**src/arm_pkg.sv**
```systemverilog
// constants for the alarm source, mask and latch block
// assumes a single ref_clk domain and an Avalon-MM register master
package arm_pkg;
	localparam int ARM_W = 16;
	localparam int ARM_AW = 4;
	// register byte offsets (word aligned)
	localparam logic [ARM_AW-1:0] ARM_OFF_RAW = 4'h0;
	localparam logic [ARM_AW-1:0] ARM_OFF_MASK = 4'h4;
	localparam logic [ARM_AW-1:0] ARM_OFF_LATCH = 4'h8;
	localparam logic [ARM_AW-1:0] ARM_OFF_CTRL = 4'hc;
	// source bit positions
	localparam int ARM_B_SAFETY_BC = 15;
	localparam int ARM_B_SAFETY_A = 14;
	localparam int ARM_B_PERMFAIL = 13;
	localparam int ARM_B_SF_ALERT = 12;
	localparam int ARM_B_PF_ALERT = 11;
	localparam int ARM_B_INIT_START = 10;
	localparam int ARM_B_INIT_DONE = 9;
	localparam int ARM_B_RESERVED = 8;
	localparam int ARM_B_FULL_LOOP = 7;
	localparam int ARM_B_CHG_OFF = 6;
	localparam int ARM_B_DSG_OFF = 5;
	localparam int ARM_B_STACK_LOW = 4;
	localparam int ARM_B_BLOW = 3;
	localparam int ARM_B_BALANCE = 2;
	localparam int ARM_B_SCAN = 1;
	localparam int ARM_B_WAKE = 0;
	// writable bits of the mask; bit 8 stays zero
	localparam logic [ARM_W-1:0] ARM_VALID_BITS = 16'hfeff;
	// control register: bit 0 reloads the mask from its stored default
	localparam int ARM_CTRL_RELOAD = 0;
	// busy cycles after reset before the bus answers (one settle cycle)
	localparam logic [1:0] ARM_SETTLE = 2'h1;
endpackage : arm_pkg

```
**src/arm_alarm_core.sv**
```systemverilog
// alarm raw flags, latch mask and latched alarm with alert output
// assumes source detectors outside drive the level inputs synchronous to ref_clk
`timescale 1ns/1ns
module arm_alarm_core #(
	parameter logic [arm_pkg::ARM_W-1:0] DEFAULT_MASK = 16'h0000 // stored default alarm mask
) (
	input wire logic ref_clk, // system clock, 100 MHz
	input wire logic rst, // asynchronous reset, active high
	input wire logic clkEn, // low freezes all state
	input wire logic [arm_pkg::ARM_AW-1:0] address, // byte address
	input wire logic read, // avalon read
	input wire logic write, // avalon write
	input wire logic [3:0] byteenable, // avalon byte enables
	input wire logic [31:0] writedata, // avalon write data
	output logic [31:0] readdata, // avalon read data
	output logic waitrequest, // avalon stall
	output logic [1:0] response, // avalon response, 2'h2 on unmapped
	input wire logic safetyBcAny, // any bit in safety status B or C
	input wire logic safetyAAny, // any bit in safety status A
	input wire logic permFailFault, // enabled permanent fail fault triggered
	input wire logic safetyAlertHit, // safety alert and its alert mask bit
	input wire logic permFailAlertHit, // permanent fail alert and its mask bit
	input wire logic initStarted, // initialisation has begun
	input wire logic initCompleted, // initialisation done
	input wire logic fullLoopDone, // full measurement loop finished (pulse or level)
	input wire logic chargeSwitchOff, // charge switch is off
	input wire logic dischargeSwitchOff, // discharge switch is off
	input wire logic stackBelowShutdown, // stack below shutdown threshold
	input wire logic blowOutputDriven, // blow output driven by either party
	input wire logic balancingActive, // cell balancing active
	input wire logic singleScanDone, // single scan finished (pulse or level)
	input wire logic wokeFromSleep, // wake from sleep event
	output logic alert, // alert output, active high
	output logic [arm_pkg::ARM_W-1:0] latchedAlarm // latched alarm register view
);
	import arm_pkg::*;

	// the whole block state; one process fills the copy, one registers it
	typedef struct packed {
		logic [ARM_W-1:0] raw; // registered live flags
		logic [ARM_W-1:0] mask; // which raw flags may latch
		logic [ARM_W-1:0] latched; // write-one-to-clear alarm latch
		logic fullSeen; // first full loop already seen
		logic scanSeen; // first single scan already seen
		logic [1:0] settle; // bus blocked while nonzero
		logic [31:0] rdata; // read data of the last answer
		logic [1:0] resp; // response of the last answer
		logic busy; // answer cycle, waitrequest low
		logic alert; // registered alert level
		logic reloaded; // default mask taken after reset
	} arm_state_t;

	arm_state_t st;
	arm_state_t next_st;
	logic [ARM_W-1:0] srcNow; // live source flags, sticky ones included
	logic [ARM_W-1:0] clearBits; // bits written high to the latch this edge
	logic [ARM_W-1:0] setBits; // enabled sources asking to latch
	logic [ARM_W-1:0] latchNext; // latch contents after this edge
	logic [ARM_W-1:0] maskNext; // mask contents after this edge
	logic [31:0] readMux; // register picked by the address
	logic acc; // request taken at this edge
	logic hit; // address names a register
	logic commit; // held write lands at this edge
	logic reloadNow; // mask goes back to its stored default

	// one cell per alarm bit: route its source, then set, clear and hold the latch
	for (genvar i = 0; i < ARM_W; i++) begin : g_bit
		if (i == ARM_B_SAFETY_BC) begin : g_src
			assign srcNow[i] = safetyBcAny;
		end else if (i == ARM_B_SAFETY_A) begin : g_src
			assign srcNow[i] = safetyAAny;
		end else if (i == ARM_B_PERMFAIL) begin : g_src
			assign srcNow[i] = permFailFault;
		end else if (i == ARM_B_SF_ALERT) begin : g_src
			assign srcNow[i] = safetyAlertHit;
		end else if (i == ARM_B_PF_ALERT) begin : g_src
			assign srcNow[i] = permFailAlertHit;
		end else if (i == ARM_B_INIT_START) begin : g_src
			assign srcNow[i] = initStarted;
		end else if (i == ARM_B_INIT_DONE) begin : g_src
			assign srcNow[i] = initCompleted;
		end else if (i == ARM_B_FULL_LOOP) begin : g_src
			// a pulse from the loop sequencer is kept so the flag stays set
			assign srcNow[i] = fullLoopDone | st.fullSeen;
		end else if (i == ARM_B_CHG_OFF) begin : g_src
			assign srcNow[i] = chargeSwitchOff;
		end else if (i == ARM_B_DSG_OFF) begin : g_src
			assign srcNow[i] = dischargeSwitchOff;
		end else if (i == ARM_B_STACK_LOW) begin : g_src
			assign srcNow[i] = stackBelowShutdown;
		end else if (i == ARM_B_BLOW) begin : g_src
			assign srcNow[i] = blowOutputDriven;
		end else if (i == ARM_B_BALANCE) begin : g_src
			assign srcNow[i] = balancingActive;
		end else if (i == ARM_B_SCAN) begin : g_src
			assign srcNow[i] = singleScanDone | st.scanSeen;
		end else if (i == ARM_B_WAKE) begin : g_src
			assign srcNow[i] = wokeFromSleep;
		end else begin : g_src
			// the reserved position has no source and reads zero
			assign srcNow[i] = 1'b0;
		end
		// a source still enabled sets the bit again, so set beats a clear
		assign setBits[i] = srcNow[i] & st.mask[i] & ARM_VALID_BITS[i];
		assign latchNext[i] = ((st.latched[i] & ~clearBits[i]) | setBits[i]) &
			ARM_VALID_BITS[i];
	end

	// a request is taken only when idle and past the settle cycle after reset
	always_comb begin
		hit = 1'b0;
		case (address)
			ARM_OFF_RAW: begin
				hit = 1'b1;
			end
			ARM_OFF_MASK: begin
				hit = 1'b1;
			end
			ARM_OFF_LATCH: begin
				hit = 1'b1;
			end
			ARM_OFF_CTRL: begin
				hit = 1'b1;
			end
			default: begin
				hit = 1'b0;
			end
		endcase
		acc = (read | write) & ~st.busy & (st.settle == 2'h0);
		// writes land at the edge where waitrequest is sampled low
		commit = write & st.busy;
		reloadNow = commit & (address == ARM_OFF_CTRL) & byteenable[0] &
			writedata[ARM_CTRL_RELOAD];
	end

	always_comb begin
		readMux = 32'h0000_0000;
		case (address)
			ARM_OFF_RAW: begin
				readMux = {16'h0000, st.raw};
			end
			ARM_OFF_MASK: begin
				readMux = {16'h0000, st.mask};
			end
			ARM_OFF_LATCH: begin
				readMux = {16'h0000, st.latched};
			end
			default: begin
				// control and unmapped offsets read as zero
				readMux = 32'h0000_0000;
			end
		endcase
	end

	// write-one-to-clear: only enabled lanes can clear
	always_comb begin
		clearBits = '0;
		if (commit & (address == ARM_OFF_LATCH)) begin
			if (byteenable[0]) begin
				clearBits[7:0] = writedata[7:0];
			end
			if (byteenable[1]) begin
				clearBits[15:8] = writedata[15:8];
			end
		end
	end

	// the first enabled edge after reset takes the stored default mask
	always_comb begin
		maskNext = st.mask;
		if (!st.reloaded | reloadNow) begin
			maskNext = DEFAULT_MASK & ARM_VALID_BITS;
		end else if (commit & (address == ARM_OFF_MASK)) begin
			if (byteenable[0]) begin
				maskNext[7:0] = writedata[7:0] & ARM_VALID_BITS[7:0];
			end
			if (byteenable[1]) begin
				maskNext[15:8] = writedata[15:8] & ARM_VALID_BITS[15:8];
			end
		end
	end

	always_comb begin
		next_st = st;
		// raw register follows sources whatever the mask holds
		next_st.raw = srcNow;
		next_st.fullSeen = st.fullSeen | fullLoopDone;
		next_st.scanSeen = st.scanSeen | singleScanDone;
		if (st.settle != 2'h0) begin
			next_st.settle = st.settle - 2'h1;
		end
		next_st.reloaded = 1'b1;
		next_st.mask = maskNext;
		// one-cycle answer: busy drops waitrequest for the accepting edge only
		next_st.busy = acc;
		if (acc) begin
			next_st.resp = hit ? 2'h0 : 2'h2;
			next_st.rdata = read ? readMux : 32'h0000_0000;
		end
		next_st.latched = latchNext;
		next_st.alert = |latchNext;
	end

	// a low clock enable in mid-answer loses the write; callers keep it high then
	always_ff @(posedge ref_clk or posedge rst) begin
		if (rst) begin
			st <= '0;
			st.settle <= ARM_SETTLE;
		end else if (clkEn) begin
			st <= next_st;
		end
	end

	// waitrequest stays high until the accepting cycle; outputs come from flops
	assign waitrequest = ~st.busy;
	assign readdata = st.rdata;
	assign response = st.resp;
	assign alert = st.alert;
	assign latchedAlarm = st.latched;
endmodule : arm_alarm_core

```
**config.mk**
```make
export PLATFORM = sky130hd
export DESIGN_NAME = arm_alarm_core
export DESIGN_NICKNAME = d
export VERILOG_FILES = /design/src/arm_pkg.sv /design/src/arm_alarm_core.sv
export SDC_FILE = /design/constraint.sdc
export NUM_CORES = 1
export LEC_CHECK = 0
export BUFFER_PORTS_ARGS = -buffer_cell sky130_fd_sc_hd__buf_2
export CORE_UTILIZATION = 46
export CTS_BUF_LIST = sky130_fd_sc_hd__clkbuf_8 sky130_fd_sc_hd__clkbuf_16
export CTS_CLUSTER_SIZE = 28
export DETAILED_ROUTE_END_ITERATION = 6
export PLACE_DENSITY_LB_ADDON = 0.08
export SKIP_LAST_GASP = 1
export SYNTH_ARGS = -nofsm -noshare
export SYNTH_HDL_FRONTEND = slang
export SYNTH_SLANG_ARGS = --single-unit
```
**constraint.sdc**
```tcl
create_clock -name ref_clk -period 1.8 [get_ports ref_clk]
set_clock_uncertainty 0.05 [all_clocks]
set_input_delay 0 -clock ref_clk [delete_from_list [all_inputs] [get_ports ref_clk]]
set_output_delay 0 -clock ref_clk [all_outputs]
set_load 0.01 [all_outputs]
```
* After elaboration in Yosys (flattened, before gate mapping)
Index checks and enable logic that the tools add are counted.
Cells by class: eq/ne operators 3, multiplexer cells 11, reductions and logical operators 13, bitwise gates (word level) 73, add/subtract/negate cells 1
Operators by type and width (count):
- $mux 16 | 4
- $pmux 16 s3 | 1
- $and 1x1->1 | 38
- $mux 8 | 4
- $or 1x1->1 | 19
- $not 1->1 | 16
- $reduce_or 15->1 | 1
- $eq 4x4->1 const B | 2
- $reduce_bool 2->1 | 4
- $reduce_and 3->1 | 2
- $eq 4x3->1 const B | 1
- $logic_not 4->1 | 1
- $reduce_and 2->1 | 2
- $reduce_or 4->1 | 1
- $logic_not 2->1 | 1
- $mux 2 | 1
- $sub 2x1->2 const B | 1
- $logic_not 1->1 | 1
- $mux 1 | 1
Storage, ports and cells: register bits 87, output and inout port bits 52, logic and storage cells 113, bits of input ports 60

* Depth between registers and ports, before layout
Gate-level depths: netlist of the first run.
depth after elaboration 7, depth in mapped cells 7, gate-level depth less buffers 5

* Worst setup path before layout of the first run
Ideal clock, no wire load.
path kind register to register, from register st[37] (netlist name), to register st (netlist bit readdata[0]), buffers on the path 1, setup time 0.121 ns, stages on the path, launching flop included 7, path slack 0.191 ns, data required time 1.629 ns, arrival 1.438 ns, path through dfstp_2 inv_1 ha_1 o2111ai_2 nor2_1 buf_2 a22o_1
On the way: longest elaborated chain between the ends 3
RTL lines:
- start: declaration | RTL line arm_alarm_core.sv:53 | arm_state_t st;
- start signal: assignment | RTL line arm_alarm_core.sv:210 | st <= next_st;
- $logic_not 2->1 | RTL line arm_alarm_core.sv:129 | acc = (read | write) & ~st.busy & (st.settle == 2'h0);
- $and 1x1->1 | RTL line arm_alarm_core.sv:129
- $reduce_and 2->1 (no line)
No other way between the ends. A chain may end at the register's enable or synchronous reset.

* Final worst setup path of the first run
from register st[2] (netlist name), to register st (netlist bit alert)
On the way: longest elaborated chain between the ends 7, elaborated cells between the ends (all ways) 49
RTL lines:
- $and 1x1->1 (*) | RTL line arm_alarm_core.sv:131 | commit = write & st.busy;
- $and 1x1->1 (*) | RTL line arm_alarm_core.sv:158 | if (commit & (address == ARM_OFF_LATCH)) begin
- $mux 16 (*) | RTL line arm_alarm_core.sv:158
- $not 1->1 | RTL line arm_alarm_core.sv:105 | assign latchNext[i] = ((st.latched[i] & ~clearBits[i]) | setBits[i]) &
- $and 1x1->1 | RTL line arm_alarm_core.sv:105
- $or 1x1->1 | RTL line arm_alarm_core.sv:105
- $reduce_or 15->1 (*) | RTL line arm_alarm_core.sv:201 | next_st.alert = |latchNext;
Mark *: on every way between the ends. The rest lies on a longest branch, timed or not.

==> run summary, run 1 <==
Setup crit end kind: register
Root Buffer: clkbuf_8
Number of diodes: 0
Largest net degree at the start of global routing: 67
FF-to-FF setup slack: -10 ps
Die width: 89.8 µm
Violated checks: negative setup slack
Slew Limit Headroom: 48.7%
CP startpoint kind: register
Seq cells post-synth: 66
Commonest non-fill, non-tap cell in the layout: buf_2
GP Congestion: 0.825
Initial DRC Count: 186
Post-Syn Area: 3550 µm²
Placed Instances: 483
Crit Path Category: register to register
Pre-CTS WS: -104 ps
DR WL/cell: 16.4 µm
Io pins: 112
Worst-path fanout max: 8
Ratio of cells with drive above 1 in the final layout: 33.8%
Setup ws final: -12.7 ps
Worst VDD drop: 0.444 mV
H-Tree Level Count: 3
Placeable core area: 7370 µm²
Worst-Margin Slew: 769 ps
NumNets Final: 491
Hold Crit Class: primary input to register
Synth cell types: 37
Total Power: 4.43 mW
Post-synth EDFFs: 0
Ys flop type: dfrtp_1
Seq/Total Area, Yosys: 46.6%
CP required: 1960 ps
Routed wire length: 8.74 mm
CTS buffer count: 9
Area growth from synthesis to layout: 27.2%
Register Area: 1650 µm²
Syn. warnings: 0
Clock Latency Late Sink: 350 ps
Initial core utilization: 48.1%
Multi-input gate area: 1610 µm²
Die area: 8070 µm²
Period Utilization, post-route: 101%
DIE HEIGHT: 89.8 µm
Final setup vio count: 1
Average footprint of a synthesized cell: 10.3 µm²
Initial antenna violation count: 0
Residual DRC: 0
Number of max-cap violations: 0
Vias in the first global route: 2765
FP Rows: 31
Antenna Nets Post-Route: 0
Vias after detailed routing: 2859
F_max: 552 MHz
LEAKAGE: 2.01 nW
Initial DRT Pass Iterations: 5
Non-filler cells, final: 534
Unrepaired setup endpoints after global routing: true
IO Port Bufs: 73
Max clock buf depth: 2
Status: finished, violations left
Clock sink count: 66
Gr usage total: 22.3%
First-pass GRT wire length: 14.0 mm
Slew Limit Fails: 0
Global route overflow: 0
Filler instances: 643
Arrival @ worst endpoint: 1970 ps
TritonCTS clock tree: yes
Mapped Cells: 345
Post-layout min period: 1810 ps
Pwr Density: 982 nW/µm²
Avg Vias per Cell: 5.35
Commonest cells after routing, fill and taps aside: 73 x buf_2, 65 x dfrtp_1, 45 x nand2_1, 33 x dlygate4sd3_1, 23 x o21ai_0
Post-synth ARST share: 100%
Final Hold Fails: 0
CTS clk-pin slew, worst paths: 70 ps
Hpwl dp: 6.08 mm
## layer usage
metal | part of all wire [%] | vias to the layer above | GRT usage, %
met5 | 0 | - | 0
met1 | 48 | 1381 | 31.1
met3 | 4.9 | 13 | 3.47
met4 | 1.4 | 0 | 8.61
met2 | 46 | 101 | 35.0
li1 | - | 1364 | -
## worst paths after layout
check,startpoint,end,depth (start not counted)
max in group asynchronous,rst,st[37]$_DFFE_PP1P_,4
min,clkEn,latchedAlarm[11]$_DFFE_PP0P_,4
max,st[2]$_DFFE_PP0P_,alert$_DFFE_PP0P_,7
min reg2reg,response[1]$_DFFE_PP0P_,response[1]$_DFFE_PP0P_,2
max reg2reg,st[2]$_DFFE_PP0P_,alert$_DFFE_PP0P_,7
min in group asynchronous,rst,readdata[13]$_DFFE_PP0P_,4
## worst max-delay path, stage by stage (launching register included)
cell and delay [ps]:
dfrtp_1 420, nand4bb_4 130, buf_12 170, buf_8 130, o31ai_4 170, nand4_1 200
nor4_4 250, a41oi_2 140
## cell usage after synthesis (8+ instances only)
library cell  count  area share, %
a22o_1           15            3.7
a31oi_1          13            2.3
a32o_1           15            4.2
buf_2             8            1.1
buf_4            52             11
dfrtp_1          65             46
mux2_2           13            4.1
mux2i_1          15            4.2
nand2_1          45            4.8
nor2_1           20            2.1
o21ai_0          24            3.4
o31ai_1          11            2.3
## where the power goes
part,internal (mW),leakage [nW],switching [mW]
clock network,0.820,0.109,0.601
logic,0.529,1.11,0.568
registers,1.72,0.798,0.197
total,3.07,2.01,1.37
## stage by stage
stage / hold slack, ps / cell area (µm²) / util, % / TNS [ps]
2_1_floorplan: 70.6 / 3620 / - / 0
3_3_place_gp: 51.3 / 3770 / 51.1 / -755
3_5_place_dp: 58.3 / 3770 / 51.1 / -1440
4_1_cts: 22.0 / 4330 / 58.7 / -112
5_1_grt: 52.2 / 4510 / 61.2 / -55.3
6_report: 25.6 / 4510 / 61.2 / -12.7
## state kept, by name, indices dropped and copies added, names as in the netlist
register      flops
st               34
response          1
readdata         15
latchedAlarm     15
alert             1
## layout make-up
class	instances	share of cell area, %
timing repair buffer	125	19.5
inverter	6	0.499
clock inverter	6	1.97
sequential	66	36.6
multi-input combinational	222	35.7
clock buffer	10	3.05
tap	99	2.74
## kinds of logic after synthesis
family,after synthesis,share of synthesized area (%)
AND/OR/NAND/NOR,83,11.0
XOR/XNOR,1,0.247
multiplexers,28,8.36
other,1,0.106
AO/OA/AOI/OAI,90,19.2
adder cells (fa/ha/maj),1,0.353
buffers and inverters,75,14.1
flip-flops,66,46.6
## timing repair
action	4_1_cts	5_1_grt
setup buffers	0	2
hold endpoints to repair	111	0
resized for setup	1	29
setup endpoints to repair	16	4
pin swaps	1	17
hold buffers	33	0
No activity file was read; power rests on OpenSTA's default activity.
==> run 2, diff against run 1 <==
- CAP_MARGIN: not set -> 5
- CORE_UTILIZATION: 46 -> 50
- clock period: 1.8 -> 2.1 ns (I/O delays scaled with it)
==> run 2 against run 1 <==
Against the previous run:
- the flow now finishes without violations
- via count fell by 0.38%
- critical path depth did not move
- register-to-register slack improved by 140 ps
- cell count fell by 2.2%
- clock power fell by 25%
- non-clock buffer count fell by 9
- global-route usage rose by 1.6 points
- sequential cell count did not move
- sequential power fell by 15%
- die area fell by 7.8%
- cell area fell by 5.9%
- total power fell by 20%
- largest cell class unchanged
- largest power group unchanged
==> run summary, run 2 (synthesis results as in run 1) <==
Global route overflow: 0
End of the worst hold path: latchedAlarm[11]$_DFFE_PP0P_
Number of max-cap violations: 0
Initial DRC Count: 153
Die width: 86.2 µm
Area growth from synthesis to layout: 19.6%
Status: complete, no violations
Period Utilization, post-route: 94.3%
Commonest non-fill, non-tap cell in the layout: buf_2
Final Hold Fails: 0
Worst VDD drop: 0.397 mV
Unrepaired setup endpoints after global routing: false
Max reg flops: 34
Vias in the first global route: 2611
Clock sink count: 66
F_max: 505 MHz
Pwr Density: 831 nW/µm²
Post CTS Setup Buffer Count: 0
Die area: 7440 µm²
Initial core utilization: 51.9%
Worst-Margin Slew: 668 ps
H-Tree Level Count: 3
Max clock buf depth: 2
Slowest CP cell: dlygate4sd3_1
Largest net degree at the start of global routing: 67
Hold Crit Class: primary input to register
Gr usage total: 23.9%
CTS clk-pin slew, worst paths: 70 ps
CTS buffer count: 9
LEAKAGE: 1.93 nW
Antenna Nets Post-Route: 0
R2R depth: 5
Hpwl dp: 5.73 mm
Filler instances: 605
DIE HEIGHT: 86.2 µm
GP Congestion: 0.787
Slew Limit Fails: 0
IO Port Bufs: 73
TritonCTS clock tree: yes
Io pins: 112
Slew Limit Headroom: 55.4%
NumNets Final: 482
Vias after detailed routing: 2848
Worst path cell trace: dlygate4sd3_1 -> buf_2 -> nand4bb_4 -> o31ai_1 -> nand4_1 -> nor4_2 -> a41oi_1
CP required: 2250 ps
FF-to-FF setup slack: 130 ps
Post-layout min period: 1980 ps
Largest Register: st
Initial antenna violation count: 0
Setup ws final: 120 ps
FF-to-FF End: alert$_DFFE_PP0P_
Avg Vias per Cell: 5.46
Clock Latency Late Sink: 350 ps
Routed wire length: 8.52 mm
DR WL/cell: 16.3 µm
Residual DRC: 0
Setup crit end kind: register
Crit Path Category: primary input to register
First-pass GRT wire length: 13.2 mm
Total Power: 3.53 mW
Worst r2r src: st[2]$_DFFE_PP0P_
Initial DRT Pass Iterations: 4
Placeable core area: 6830 µm²
Final setup vio count: 0
Crit-path max cell delay: 530 ps
Ratio of cells with drive above 1 in the final layout: 28.4%
Arrival @ worst endpoint: 2130 ps
Setup_tns: 0 ps
Worst-path fanout max: 14
Number of diodes: 0
Hold depth: 4
Pre-CTS WS: 125 ps
Hold Startpoint: clkEn
FP Rows: 30
Commonest cells after routing, fill and taps aside: 73 x buf_2, 65 x dfrtp_1, 45 x nand2_1, 33 x dlygate4sd3_1, 24 x o21ai_0
CP startpoint kind: primary input
Root Buffer: clkbuf_8
[run 2: changes by cell type in the layout (fill, tap and decap cells not counted), sizes merged]
cell,before,now
clkinvlp,2,0
bufinv,2,1
inv,7,9
buf,92,83
clkbuf,10,11
[run 2: metal layers]
layer,vias to the layer above,wire [µm],GRT usage [%]
met3,11,494,5.05
met1,1406,4000,33.6
met4,0,140,11.5
met5,-,0,0
met2,101,3880,35.1
li1,1330,-,-
[run 2: worst max-delay path: cells and delay by family]
family          cells  cell delay, ps
compound gates      2             550
buf+inv             2             660
simple gates        3             920
[run 2: what timing repair did]
| item | in CTS | in global routing |
|---|---|---|
| hold buffers | 33 | 0 |
| gates resized for setup | 0 | 2 |
| endpoints found under the setup margin | 0 | 13 |
| endpoints found under the hold margin | 112 | 0 |
[run 2: power breakdown]
group | total, mW | internal [mW] | switching [mW] | leakage [nW]
registers | 1.63 | 1.47 | 0.156 | 0.798
clock network | 1.07 | 0.599 | 0.474 | 0.113
logic | 0.827 | 0.385 | 0.442 | 1.02
total | 3.53 | 2.46 | 1.07 | 1.93
[run 2: layout make-up]
cell class	count	area [µm²]	share of cell area, %
Clock inverter	5	46.3	1.09
Inverter	6	22.5	0.531
Clock buffer	11	151	3.57
Sequential cell	66	1650	38.9
Multi-Input combinational cell	222	1470	34.6
Tap cell	96	120	2.83
Timing Repair Buffer	116	783	18.4
[run 2: metrics by stage]
step	cell area (µm²)	util, %	hold WS [ps]	instances
floorplan	3620	-	70.6	363
global placement	3710	54.3	54.1	473
detailed placement	3710	54.3	55.1	473
CTS	4240	62.0	5.42	522
global route	4250	62.1	46.1	522
finish	4250	62.1	17.7	522
[run 2: how the worst max path moves through the flow]
stage                       startpoint  cells after the start                        to  slack, ps
floorplan                          rst                      1         alert$_DFFE_PP0P_        400
global placement    st[37]$_DFFE_PP1P_                      5  readdata[11]$_DFFE_PP0P_        200
detailed placement   st[2]$_DFFE_PP0P_                      5         alert$_DFFE_PP0P_        130
CTS                 st[38]$_DFFE_PP0P_                      5  readdata[10]$_DFFE_PP0P_        110
global route         st[2]$_DFFE_PP0P_                      5         alert$_DFFE_PP0P_         30
finish                      address[0]                      7         alert$_DFFE_PP0P_        120
